<file path="config.mk">
export PLATFORM = sky130hd
export DESIGN_NAME = crmc_top
export DESIGN_NICKNAME = d
export VERILOG_FILES = /design/src/crmc_pkg.sv /design/src/crmc_regfile.sv /design/src/crmc_sync.sv /design/src/crmc_top.sv
export SDC_FILE = /design/constraint.sdc
export NUM_CORES = 1
export LEC_CHECK = 0
export ABC_CLOCK_PERIOD_IN_PS = 2200
export BUFFER_PORTS_ARGS = -buffer_cell sky130_fd_sc_hd__buf_4
export CAP_MARGIN = 20
export CORE_ASPECT_RATIO = 1.1
export CORE_UTILIZATION = 40
export DETAILED_ROUTE_END_ITERATION = 10
export GPL_ROUTABILITY_DRIVEN = 0
export GPL_TIMING_DRIVEN = 0
export HOLD_SLACK_MARGIN = 0.15
export SYNTH_ARGS = -nofsm -noshare
export SYNTH_HDL_FRONTEND = slang
export SYNTH_SLANG_ARGS = --single-unit
</file>
<file path="constraint.sdc">
create_clock -name sys_clk -period 2.2 [get_ports sys_clk]
set_input_delay 0.22 -clock sys_clk [delete_from_list [all_inputs] [get_ports sys_clk]]
set_output_delay 0.22 -clock sys_clk [all_outputs]
set_load 0.01 [all_outputs]
</file>
<file path="src/crmc_pkg.sv">
//------------------------------------------------------------------------------
// Functional notes
// - pass-through: host card port reaches the card unchanged through closed switches.
// - card-reader: selected card goes to internal reader, host cut off.
// - simple control: the mode select level chooses pass-through or card-reader.
// - simple control: only card 1 can ever become the reader card.
// - two-port I2C: each card's host switches follow their own bit.
// - I2C master reads and writes internal registers through the register port.
// - control register holds wakeup, card select and switch bits; IE registers.
// - status reads show errors, detects, supplies, busy, update; I2C adds interrupts.
// - sleep always returns the device to pass-through.
// - switch bits for card 1 and 2 still act in pass-through.
// - reader-tied register writes stored at once, action deferred until reader.
// - I2C: sleep when wakeup clear, mode low or mode inactive; simple control: sleep when mode low; controller off.
// - control register resets to 0x18: switches closed, inactive, asleep.
//------------------------------------------------------------------------------
package crmc_pkg;

  // ---------------------------------------------------------------------------
  // register port
  // ---------------------------------------------------------------------------
  localparam int unsigned CRMC_ADDR_W       = 4;
  localparam int unsigned CRMC_DATA_W       = 8;
  localparam logic [3:0]  CRMC_ADDR_CONTROL = 4'h0;
  localparam logic [3:0]  CRMC_ADDR_CFG_LO  = 4'h1;
  localparam logic [3:0]  CRMC_ADDR_IE1     = 4'h4;
  localparam logic [3:0]  CRMC_ADDR_IE2     = 4'h5;
  localparam logic [3:0]  CRMC_ADDR_CFG_HI  = 4'h9;
  localparam logic [3:0]  CRMC_ADDR_STATUS  = 4'hA;
  localparam logic [7:0]  CRMC_CONTROL_RST  = 8'h18;
  localparam logic [7:0]  CRMC_CFG_RST      = 8'h00;
  localparam logic [7:0]  CRMC_UNMAPPED_RD  = 8'h00;

  // ---------------------------------------------------------------------------
  // control register fields
  // ---------------------------------------------------------------------------
  localparam int unsigned CRMC_BIT_WAKEUP  = 0;
  localparam int unsigned CRMC_BIT_MODE_LO = 1;
  localparam int unsigned CRMC_BIT_SD1SW   = 3;
  localparam int unsigned CRMC_BIT_SD2SW   = 4;
  localparam logic [1:0]  CRMC_MODE_OFF    = 2'h0;
  localparam logic [1:0]  CRMC_MODE_CARD1  = 2'h1;
  localparam logic [1:0]  CRMC_MODE_CARD2  = 2'h2;
  localparam logic [1:0]  CRMC_MODE_OFF2   = 2'h3;

  // ---------------------------------------------------------------------------
  // timing
  // ---------------------------------------------------------------------------
  localparam int unsigned CRMC_CLK_PERIOD_PS = 4000;
  localparam int unsigned CRMC_BREAK_NS      = 100;
  localparam int unsigned CRMC_BREAK_RAW     =
    (CRMC_BREAK_NS * 1000 + CRMC_CLK_PERIOD_PS - 1) / CRMC_CLK_PERIOD_PS;
  localparam int unsigned CRMC_BREAK_CYCLES  = (CRMC_BREAK_RAW < 1) ? 1 : CRMC_BREAK_RAW;

  // ---------------------------------------------------------------------------
  // types
  // ---------------------------------------------------------------------------
  typedef enum logic [1:0] {
    CRMC_ST_PASS,
    CRMC_ST_BREAK_IN,
    CRMC_ST_READER,
    CRMC_ST_BREAK_OUT
  } crmc_state_type;

  typedef struct packed {
    logic sd_err;
    logic vtm_ok;
    logic vsd_ok;
    logic vbus_ok;
    logic card2_det;
    logic card1_det;
    logic busy;
    logic fw_upd;
  } crmc_status_type;

  typedef struct packed {
    logic [1:0] host_close;
    logic [1:0] reader_close;
    logic       usb_host_close;
    logic       usb_reader_close;
    logic       mcu_on;
  } crmc_path_type;

endpackage : crmc_pkg

</file>
<file path="src/crmc_regfile.sv">
`timescale 1ns/1ps
module crmc_regfile
  import crmc_pkg::*;
(
  input  wire logic                   sys_clk,  // system clock
  input  wire logic                   rst,      // synchronous reset
  input  wire logic                   ce,       // clock enable
  input  wire logic                   wr_en,    // write strobe, already gated
  input  wire logic                   rd_en,    // read strobe
  input  wire logic [CRMC_ADDR_W-1:0] addr,     // register index
  input  wire logic [CRMC_DATA_W-1:0] wdata,    // write data
  input  wire logic [CRMC_DATA_W-1:0] status,   // live status byte
  output logic      [CRMC_DATA_W-1:0] rdata,    // registered read data
  output logic      [CRMC_DATA_W-1:0] control,  // control byte
  output logic      [CRMC_DATA_W-1:0] ie_mask   // IE1 byte
);

  logic [CRMC_DATA_W-1:0] mem_reg [0:9];

  wire in_map = (addr <= CRMC_ADDR_CFG_HI);

  // storage; writes land at once whatever the mode
  always_ff @(posedge sys_clk) begin
    if (rst) begin
      for (int i = 0; i < 10; i++) begin
        mem_reg[i] <= (i == 0) ? CRMC_CONTROL_RST : CRMC_CFG_RST;
      end
    end else if (ce && wr_en && in_map) begin
      mem_reg[addr] <= wdata;
    end
  end

  // read data from a register; status page and unmapped reads decoded here
  always_ff @(posedge sys_clk) begin
    if (rst) begin
      rdata <= '0;
    end else if (ce && rd_en) begin
      rdata <= in_map ? mem_reg[addr] :
               (addr == CRMC_ADDR_STATUS) ? status : CRMC_UNMAPPED_RD;
    end
  end

  assign control = mem_reg[CRMC_ADDR_CONTROL];
  assign ie_mask = mem_reg[CRMC_ADDR_IE1];

endmodule : crmc_regfile

</file>
<file path="src/crmc_sync.sv">
`timescale 1ns/1ps
module crmc_sync #(
  parameter int unsigned WIDTH = 1
) (
  input  wire logic             sys_clk, // system clock
  input  wire logic             rst,     // synchronous reset
  input  wire logic             ce,      // clock enable
  input  wire logic [WIDTH-1:0] d_async, // pin level
  output logic      [WIDTH-1:0] q_sync   // synchronised level
);

  logic [WIDTH-1:0] meta_reg;

  // two stages; only the second stage is read outside
  always_ff @(posedge sys_clk) begin
    if (rst) begin
      meta_reg <= '0;
      q_sync   <= '0;
    end else if (ce) begin
      meta_reg <= d_async;
      q_sync   <= meta_reg;
    end
  end

endmodule : crmc_sync

</file>
<file path="src/crmc_top.sv">
`timescale 1ns/1ps
module crmc_top
  import crmc_pkg::*;
#(
  parameter int unsigned DUAL_SLOT    = 1,
  parameter int unsigned BREAK_CYCLES = CRMC_BREAK_CYCLES
) (
  input  wire logic                   sys_clk,     // 250 MHz system clock
  input  wire logic                   rst,         // synchronous reset, high
  input  wire logic                   ce,          // clock enable, freezes all state
  input  wire logic                   mode_pin,    // mode select line from processor
  input  wire logic                   i2c_sel_pin, // control-interface strap
  input  crmc_status_type             status_pin,  // raw status levels
  input  wire logic                   reg_wr,      // register write strobe
  input  wire logic                   reg_rd,      // register read strobe
  input  wire logic [CRMC_ADDR_W-1:0] reg_addr,    // register index
  input  wire logic [CRMC_DATA_W-1:0] reg_wdata,   // register write data
  output logic      [CRMC_DATA_W-1:0] reg_rdata,   // register read data
  output crmc_path_type               path,        // switch drive
  output logic                        sleeping,    // device asleep
  output logic                        reader_sel,  // 0 card 1, 1 card 2
  output logic                        cfg_apply,   // one-cycle deferred action
  output logic                        irq_event    // interrupt request level
);

  localparam int unsigned CNT_W = $clog2(BREAK_CYCLES + 1);
  localparam logic [CNT_W-1:0] CNT_LOAD = CNT_W'(BREAK_CYCLES - 1);

  // ---------------------------------------------------------------------------
  // pin synchronisers
  // ---------------------------------------------------------------------------
  logic            mode_sync;
  logic            i2c_sel_sync;
  crmc_status_type status_sync;

  // pins cross two flops before any logic looks at them
  crmc_sync #(
    .WIDTH (10)
  ) u_pin_sync (
    .sys_clk (sys_clk),
    .rst     (rst),
    .ce      (ce),
    .d_async ({mode_pin, i2c_sel_pin, status_pin}),
    .q_sync  ({mode_sync, i2c_sel_sync, status_sync})
  );

  // ---------------------------------------------------------------------------
  // control-interface strap
  // ---------------------------------------------------------------------------
  logic i2c_mode_reg;
  logic strap_done_reg;
  logic [1:0] strap_wait_reg;

  // captured once, after the synchroniser has filled; later changes ignored
  always_ff @(posedge sys_clk) begin
    if (rst) begin
      i2c_mode_reg   <= 1'b0;
      strap_done_reg <= 1'b0;
      strap_wait_reg <= 2'h0;
    end else if (ce && !strap_done_reg) begin
      strap_wait_reg <= strap_wait_reg + 2'h1;
      if (strap_wait_reg == 2'h2) begin
        i2c_mode_reg   <= i2c_sel_sync;
        strap_done_reg <= 1'b1;
      end
    end
  end

  // ---------------------------------------------------------------------------
  // register file
  // ---------------------------------------------------------------------------
  logic [CRMC_DATA_W-1:0] control;
  logic [CRMC_DATA_W-1:0] ie_mask;

  // writes are refused under simple control and before the strap is known
  wire wr_ok  = reg_wr && i2c_mode_reg && strap_done_reg;
  wire cfg_wr = wr_ok && (reg_addr >= CRMC_ADDR_CFG_LO) &&
                (reg_addr <= CRMC_ADDR_CFG_HI);

  crmc_regfile u_regs (
    .sys_clk (sys_clk),
    .rst     (rst),
    .ce      (ce),
    .wr_en   (wr_ok),
    .rd_en   (reg_rd),
    .addr    (reg_addr),
    .wdata   (reg_wdata),
    .status  (status_sync),
    .rdata   (reg_rdata),
    .control (control),
    .ie_mask (ie_mask)
  );

  // ---------------------------------------------------------------------------
  // control decode
  // ---------------------------------------------------------------------------
  function automatic logic mode_active(input logic [1:0] m);
    mode_active = (m == CRMC_MODE_CARD1) || (m == CRMC_MODE_CARD2);
  endfunction : mode_active

  wire       ctl_wakeup = control[CRMC_BIT_WAKEUP];
  wire [1:0] ctl_mode   = control[CRMC_BIT_MODE_LO +: 2];
  wire [1:0] ctl_sw     = {control[CRMC_BIT_SD2SW], control[CRMC_BIT_SD1SW]};

  // second slot exists only on the two-port build
  wire       card2_ok   = (DUAL_SLOT != 0);
  wire [1:0] sw_allowed = {card2_ok, 1'b1};

  // simple control follows the line alone; I2C needs all three conditions
  wire sleep_now = i2c_mode_reg ?
                   (!ctl_wakeup || !mode_sync || !mode_active(ctl_mode)) :
                   !mode_sync;

  // a card 2 request on a one-slot build is treated like card 1
  wire target_sel = i2c_mode_reg && card2_ok &&
                    (ctl_mode == CRMC_MODE_CARD2);
  wire want_reader = strap_done_reg && !sleep_now;

  // ---------------------------------------------------------------------------
  // mode sequencer
  // ---------------------------------------------------------------------------
  crmc_state_type   state_reg;
  crmc_state_type   state_next;
  logic [CNT_W-1:0] cnt_reg;
  logic [CNT_W-1:0] cnt_next;
  logic             sel_reg;
  logic             sel_next;

  wire cnt_done = (cnt_reg == '0);

  // every transition passes through a break state with all affected paths open
  always_comb begin
    state_next = state_reg;
    cnt_next   = cnt_done ? cnt_reg : cnt_reg - CNT_W'(1);
    sel_next   = sel_reg;
    case (state_reg)
      CRMC_ST_PASS: begin
        if (want_reader) begin
          state_next = CRMC_ST_BREAK_IN;
          cnt_next   = CNT_LOAD;
          sel_next   = target_sel;
        end
      end
      CRMC_ST_BREAK_IN: begin
        if (cnt_done) begin
          if (want_reader && (target_sel == sel_reg)) begin
            state_next = CRMC_ST_READER;
          end else begin
            state_next = CRMC_ST_PASS;
          end
        end
      end
      CRMC_ST_READER: begin
        if (!want_reader || (target_sel != sel_reg)) begin
          state_next = CRMC_ST_BREAK_OUT;
          cnt_next   = CNT_LOAD;
        end
      end
      CRMC_ST_BREAK_OUT: begin
        if (cnt_done) begin
          state_next = CRMC_ST_PASS;
        end
      end
      default: begin
        state_next = CRMC_ST_PASS;
        cnt_next   = '0;
      end
    endcase
  end

  always_ff @(posedge sys_clk) begin
    if (rst) begin
      state_reg <= CRMC_ST_PASS;
      cnt_reg   <= '0;
      sel_reg   <= 1'b0;
    end else if (ce) begin
      state_reg <= state_next;
      cnt_reg   <= cnt_next;
      sel_reg   <= sel_next;
    end
  end

  // ---------------------------------------------------------------------------
  // switch drive
  // ---------------------------------------------------------------------------
  crmc_path_type path_next;
  wire [1:0]     sel_onehot = sel_next ? 2'b10 : 2'b01;

  // in pass-through the switch bits act directly; in reader mode the chosen
  // card is taken from the host and the other slot keeps its own bit
  always_comb begin
    path_next                  = '0;
    path_next.mcu_on           = (state_next != CRMC_ST_PASS);
    path_next.host_close       = ctl_sw & sw_allowed;
    case (state_next)
      CRMC_ST_PASS: begin
        path_next.usb_host_close = 1'b1;
      end
      CRMC_ST_READER: begin
        path_next.host_close       = ctl_sw & sw_allowed & ~sel_onehot;
        path_next.reader_close     = sel_onehot;
        path_next.usb_reader_close = 1'b1;
      end
      CRMC_ST_BREAK_IN,
      CRMC_ST_BREAK_OUT: begin
        path_next.host_close = ctl_sw & sw_allowed & ~sel_onehot;
      end
      default: begin
        path_next = '0;
      end
    endcase
  end

  // ---------------------------------------------------------------------------
  // deferred configuration actions
  // ---------------------------------------------------------------------------
  logic pending_reg;

  // applied only on entry to reader mode; a write landing in the same cycle
  // keeps the flag set so it is not lost
  wire enter_reader = (state_reg == CRMC_ST_BREAK_IN) &&
                      (state_next == CRMC_ST_READER);
  wire apply_now    = enter_reader && pending_reg;
  wire pending_next = cfg_wr || (pending_reg && !apply_now);

  // ---------------------------------------------------------------------------
  // interrupt request
  // ---------------------------------------------------------------------------
  // I2C exposes every status bit through its enable; simple control only
  // reports card 1 detection, so the extra sources are I2C-only
  wire [CRMC_DATA_W-1:0] irq_src_i2c = status_sync & ie_mask;
  wire                   irq_now     = i2c_mode_reg ? (|irq_src_i2c) :
                                       status_sync.card1_det;

  // ---------------------------------------------------------------------------
  // output flops
  // ---------------------------------------------------------------------------
  always_ff @(posedge sys_clk) begin
    if (rst) begin
      path        <= '0;
      sleeping    <= 1'b1;
      reader_sel  <= 1'b0;
      cfg_apply   <= 1'b0;
      irq_event   <= 1'b0;
      pending_reg <= 1'b0;
    end else if (ce) begin
      path        <= path_next;
      sleeping    <= (state_next == CRMC_ST_PASS);
      reader_sel  <= sel_next;
      cfg_apply   <= apply_now;
      irq_event   <= irq_now;
      pending_reg <= pending_next;
    end
  end

endmodule : crmc_top

</file>
==> impl_results.md <==
* Status: finished, final reports clean
* Post-synthesis sequential area ratio at 0.572
* Met2 GRT Util at 0.329
* Post-DR wirelength/cell at 17.9 µm
* Pwr Total at 6.35 mW
* Slew @ Worst Pin at 666 ps
* Synth top area share at 0.402
* Maximum fanout along the worst path at 9
* Synthesized area at around 0.0060 mm²
* Min cycle time layout at about 2100 ps
* CP startpoint kind: flop
* CTS max path bufs at 2
* Met3 Use GR at 0.0485
* Vias in the first global route at roughly 4.0k
* Synth unique cells at 58
* Cell count after synthesis at between 400 and 500
* Final setup vio count at 0
* Worst Setup End Kind: flop
* Kind of critical path: flop to flop
* Mean post-synth cell area at 12.2 µm²
* I/O pin total at 46
* M1 GR Usage at 0.242
* Gr usage total at 0.194
* Reg clk slew, reported paths at ~50 ps
* Max FFs per register at 80
* Total die area at 0.0154 mm²
* Max-slew violations at 0
* Max Cap Violations at 0
* Final WL at about 14 mm
* Clock Skew at 5.96 ps
* Worst rel slew slack at 0.556
* Area growth, synth to finish at 21.7%
* Width of the die at 119 µm
* Rows at between 40 and 50
* Final ANT Viol Nets at 0
* Pwr Density at 872 mW/mm²
* Ys async rst share at 0
* Clock sink total at 131
* Post-synth EDFFs at 80
* Vias at 3992
* Synth area leader: edfxtp_1
* Total gr overflow at 0
* Hpwl dp at 10.2 mm
* Lkg Pwr at 2.83 nW
* Fin crit share at 0.950
* H-tree depth at 4
* Port Buf Inserts at 44
* Initial antenna violation count at 0
* Hold Crit Class: primary input to flop
* Die Y at 130 µm
* Post-synth top flop: edfxtp_1
* CTS Root Cell: clkbuf_16
* Post-Route Utilization at 0.502
* Largest net degree at the start of global routing at 17
* Max VDD drop at 0.000524 V
* TritonCTS clock tree: done
* Top Usage Layer GRT: met2
* RSZ-0062 raised after global routing: true
* FMAX at 0.478 GHz
* Net count after synthesis at 520
* 1st-iter DRT viols at a little under 300
* WP data required at 2310 ps
* Largest cells by area after synthesis: edfxtp_1 (40%), dfxtp_1 (17%), and2_1 (7.5%)
* Drt first pass iters at 5
* Area of the core at 0.0145 mm²
* CTS buffer count at 17
* First-pass GRT wire length at 22.1 mm
* N_diodes at 0
* Fin nets at 596
* Layout cells sized above 1 at 0.242
* Critical path data arrival time at roughly 2200 ps
* Post-DR vias/cell at 5.18
* Fin. Hold Viols at 0
* Worst-Skew Late Latency at 410 ps
* Total number of yosys warnings at 0
* Yosys reg bits at 131
* Fillers at around 1.3k
* Starting Density at 0.412
* # DRC at 0
## power by group
group | internal [mW] | leakage [nW] | switching (mW)
sequential | 2.73 | 1.24 | 0.0989
clock | 1.74 | 0.283 | 0.993
combinational | 0.341 | 1.31 | 0.443
total | 4.81 | 2.83 | 1.54
## synthesized netlist by cell type, types with 2 or more instances
cell / number
a22oi_1: 14
nand2_2: 2
and3_1: 8
nor2b_1: 2
buf_6: 3
buf_4: 3
ha_1: 4
mux4_2: 16
inv_1: 8
buf_1: 3
and2_1: 72
o21ai_1: 2
a211oi_1: 10
mux2i_1: 29
nor2_1: 50
nor2_2: 6
o21ai_0: 14
a21oi_1: 20
nor3b_1: 3
edfxtp_1: 80
nor3_2: 2
nand2b_1: 9
dfxtp_1: 51
clkbuf_1: 8
buf_2: 6
nand3_1: 4
nor3_1: 5
or2_2: 8
nand2_1: 17
a21o_1: 2
## layout make-up
cell class / count / area, µm² / area share
multi-input combinational: 327 / 2430 / 0.334
inverter: 8 / 30.0 / 0.00413
buffer: 23 / 128 / 0.0175
tap: 192 / 240 / 0.0330
clock buffer: 17 / 425 / 0.0584
sequential: 131 / 3420 / 0.470
clock inverter: 15 / 146 / 0.0201
timing repair buffer: 57 / 453 / 0.0622
## final timing paths
path | from | cells after the start | slack (ps) | endpoint
worst max-delay path | i2c_mode_reg$_SDFFE_PP0P_ | 6 | 110 | u_regs.mem_reg[0][2]$_SDFFCE_PN0P_
worst min-delay path | reg_wdata[4] | 2 | 180 | u_regs.mem_reg[0][4]$_SDFFCE_PN1P_
worst max register to register | i2c_mode_reg$_SDFFE_PP0P_ | 6 | 110 | u_regs.mem_reg[0][2]$_SDFFCE_PN0P_
worst min register to register | path[2]$_SDFFE_PP0P_ | 2 | 470 | path[2]$_SDFFE_PP0P_
## cell usage in the layout (no fill, tap or decap), types with 3 or more instances in the layout
cell type	netlist	final
clkbuf_1	8	8
a211oi_1	10	10
bufinv_16	0	3
nand2b_1	9	9
clkinv_2	0	6
and2_1	72	72
ha_1	4	4
dfxtp_1	51	51
mux2i_1	29	28
nand3_1	4	4
a21oi_1	20	20
clkinv_1	0	5
nor2_4	0	3
a22oi_1	14	14
nor3_1	5	5
inv_1	8	8
buf_6	3	3
buf_1	3	3
dlygate4sd3_1	0	10
or2_2	8	7
o21ai_0	14	14
nor2_1	50	48
buf_4	3	50
clkbuf_16	0	17
edfxtp_1	80	80
nor2_2	6	5
nand2_1	17	17
and3_1	8	8
buf_2	6	6
mux4_2	16	16
nor3b_1	3	3
## kinds of logic (layout without fill, tap and decap cells)
group	Yosys count	after routing	synth area share
xor gates and xnor gates	1	1	0.00146
DFF	131	131	0.572
buffers and inverters	31	120	0.0264
adders and majority gates	4	4	0.00837
and+or+nand+nor	201	201	0.195
AOI/OAI and AO/OA	76	76	0.0883
muxes	45	45	0.109
## metrics by stage
step                      setup WS (ps)  std cells  hold slack [ps]  TNS (ps)  cell area, µm²
final                               110        770              183         0            7280
after global routing              -22.6        770              188      -368            7280
after floorplan                     242        489              367         0            5980
after global placement            -71.6        725              457     -71.6            6550
after detailed placement           -107        725              463      -107            6550
after CTS                         -4.15        769              180     -38.6            7240
## per-layer routing
layer,wire (µm),vias up
li1,-,1935
met2,6740,99
met4,234,0
met5,0,-
met3,526,14
met1,6310,1944
## what timing repair did
item | in CTS | in global routing
hold endpoints to repair | 10 | 0
pin swaps | 0 | 1
resized for setup | 1 | 7
hold buffers | 10 | 0
setup endpoints to repair | 14 | 56
setup buffers | 2 | 1
## critical path, cell delays in order (launching register included)
cell     delay [ps]
dfxtp_1         320
buf_6           150
nand4_1         190
nor2_2          200
nand2_1         210
nor3_2          400
or2_2           310
Power figures use the tool's default switching activity.
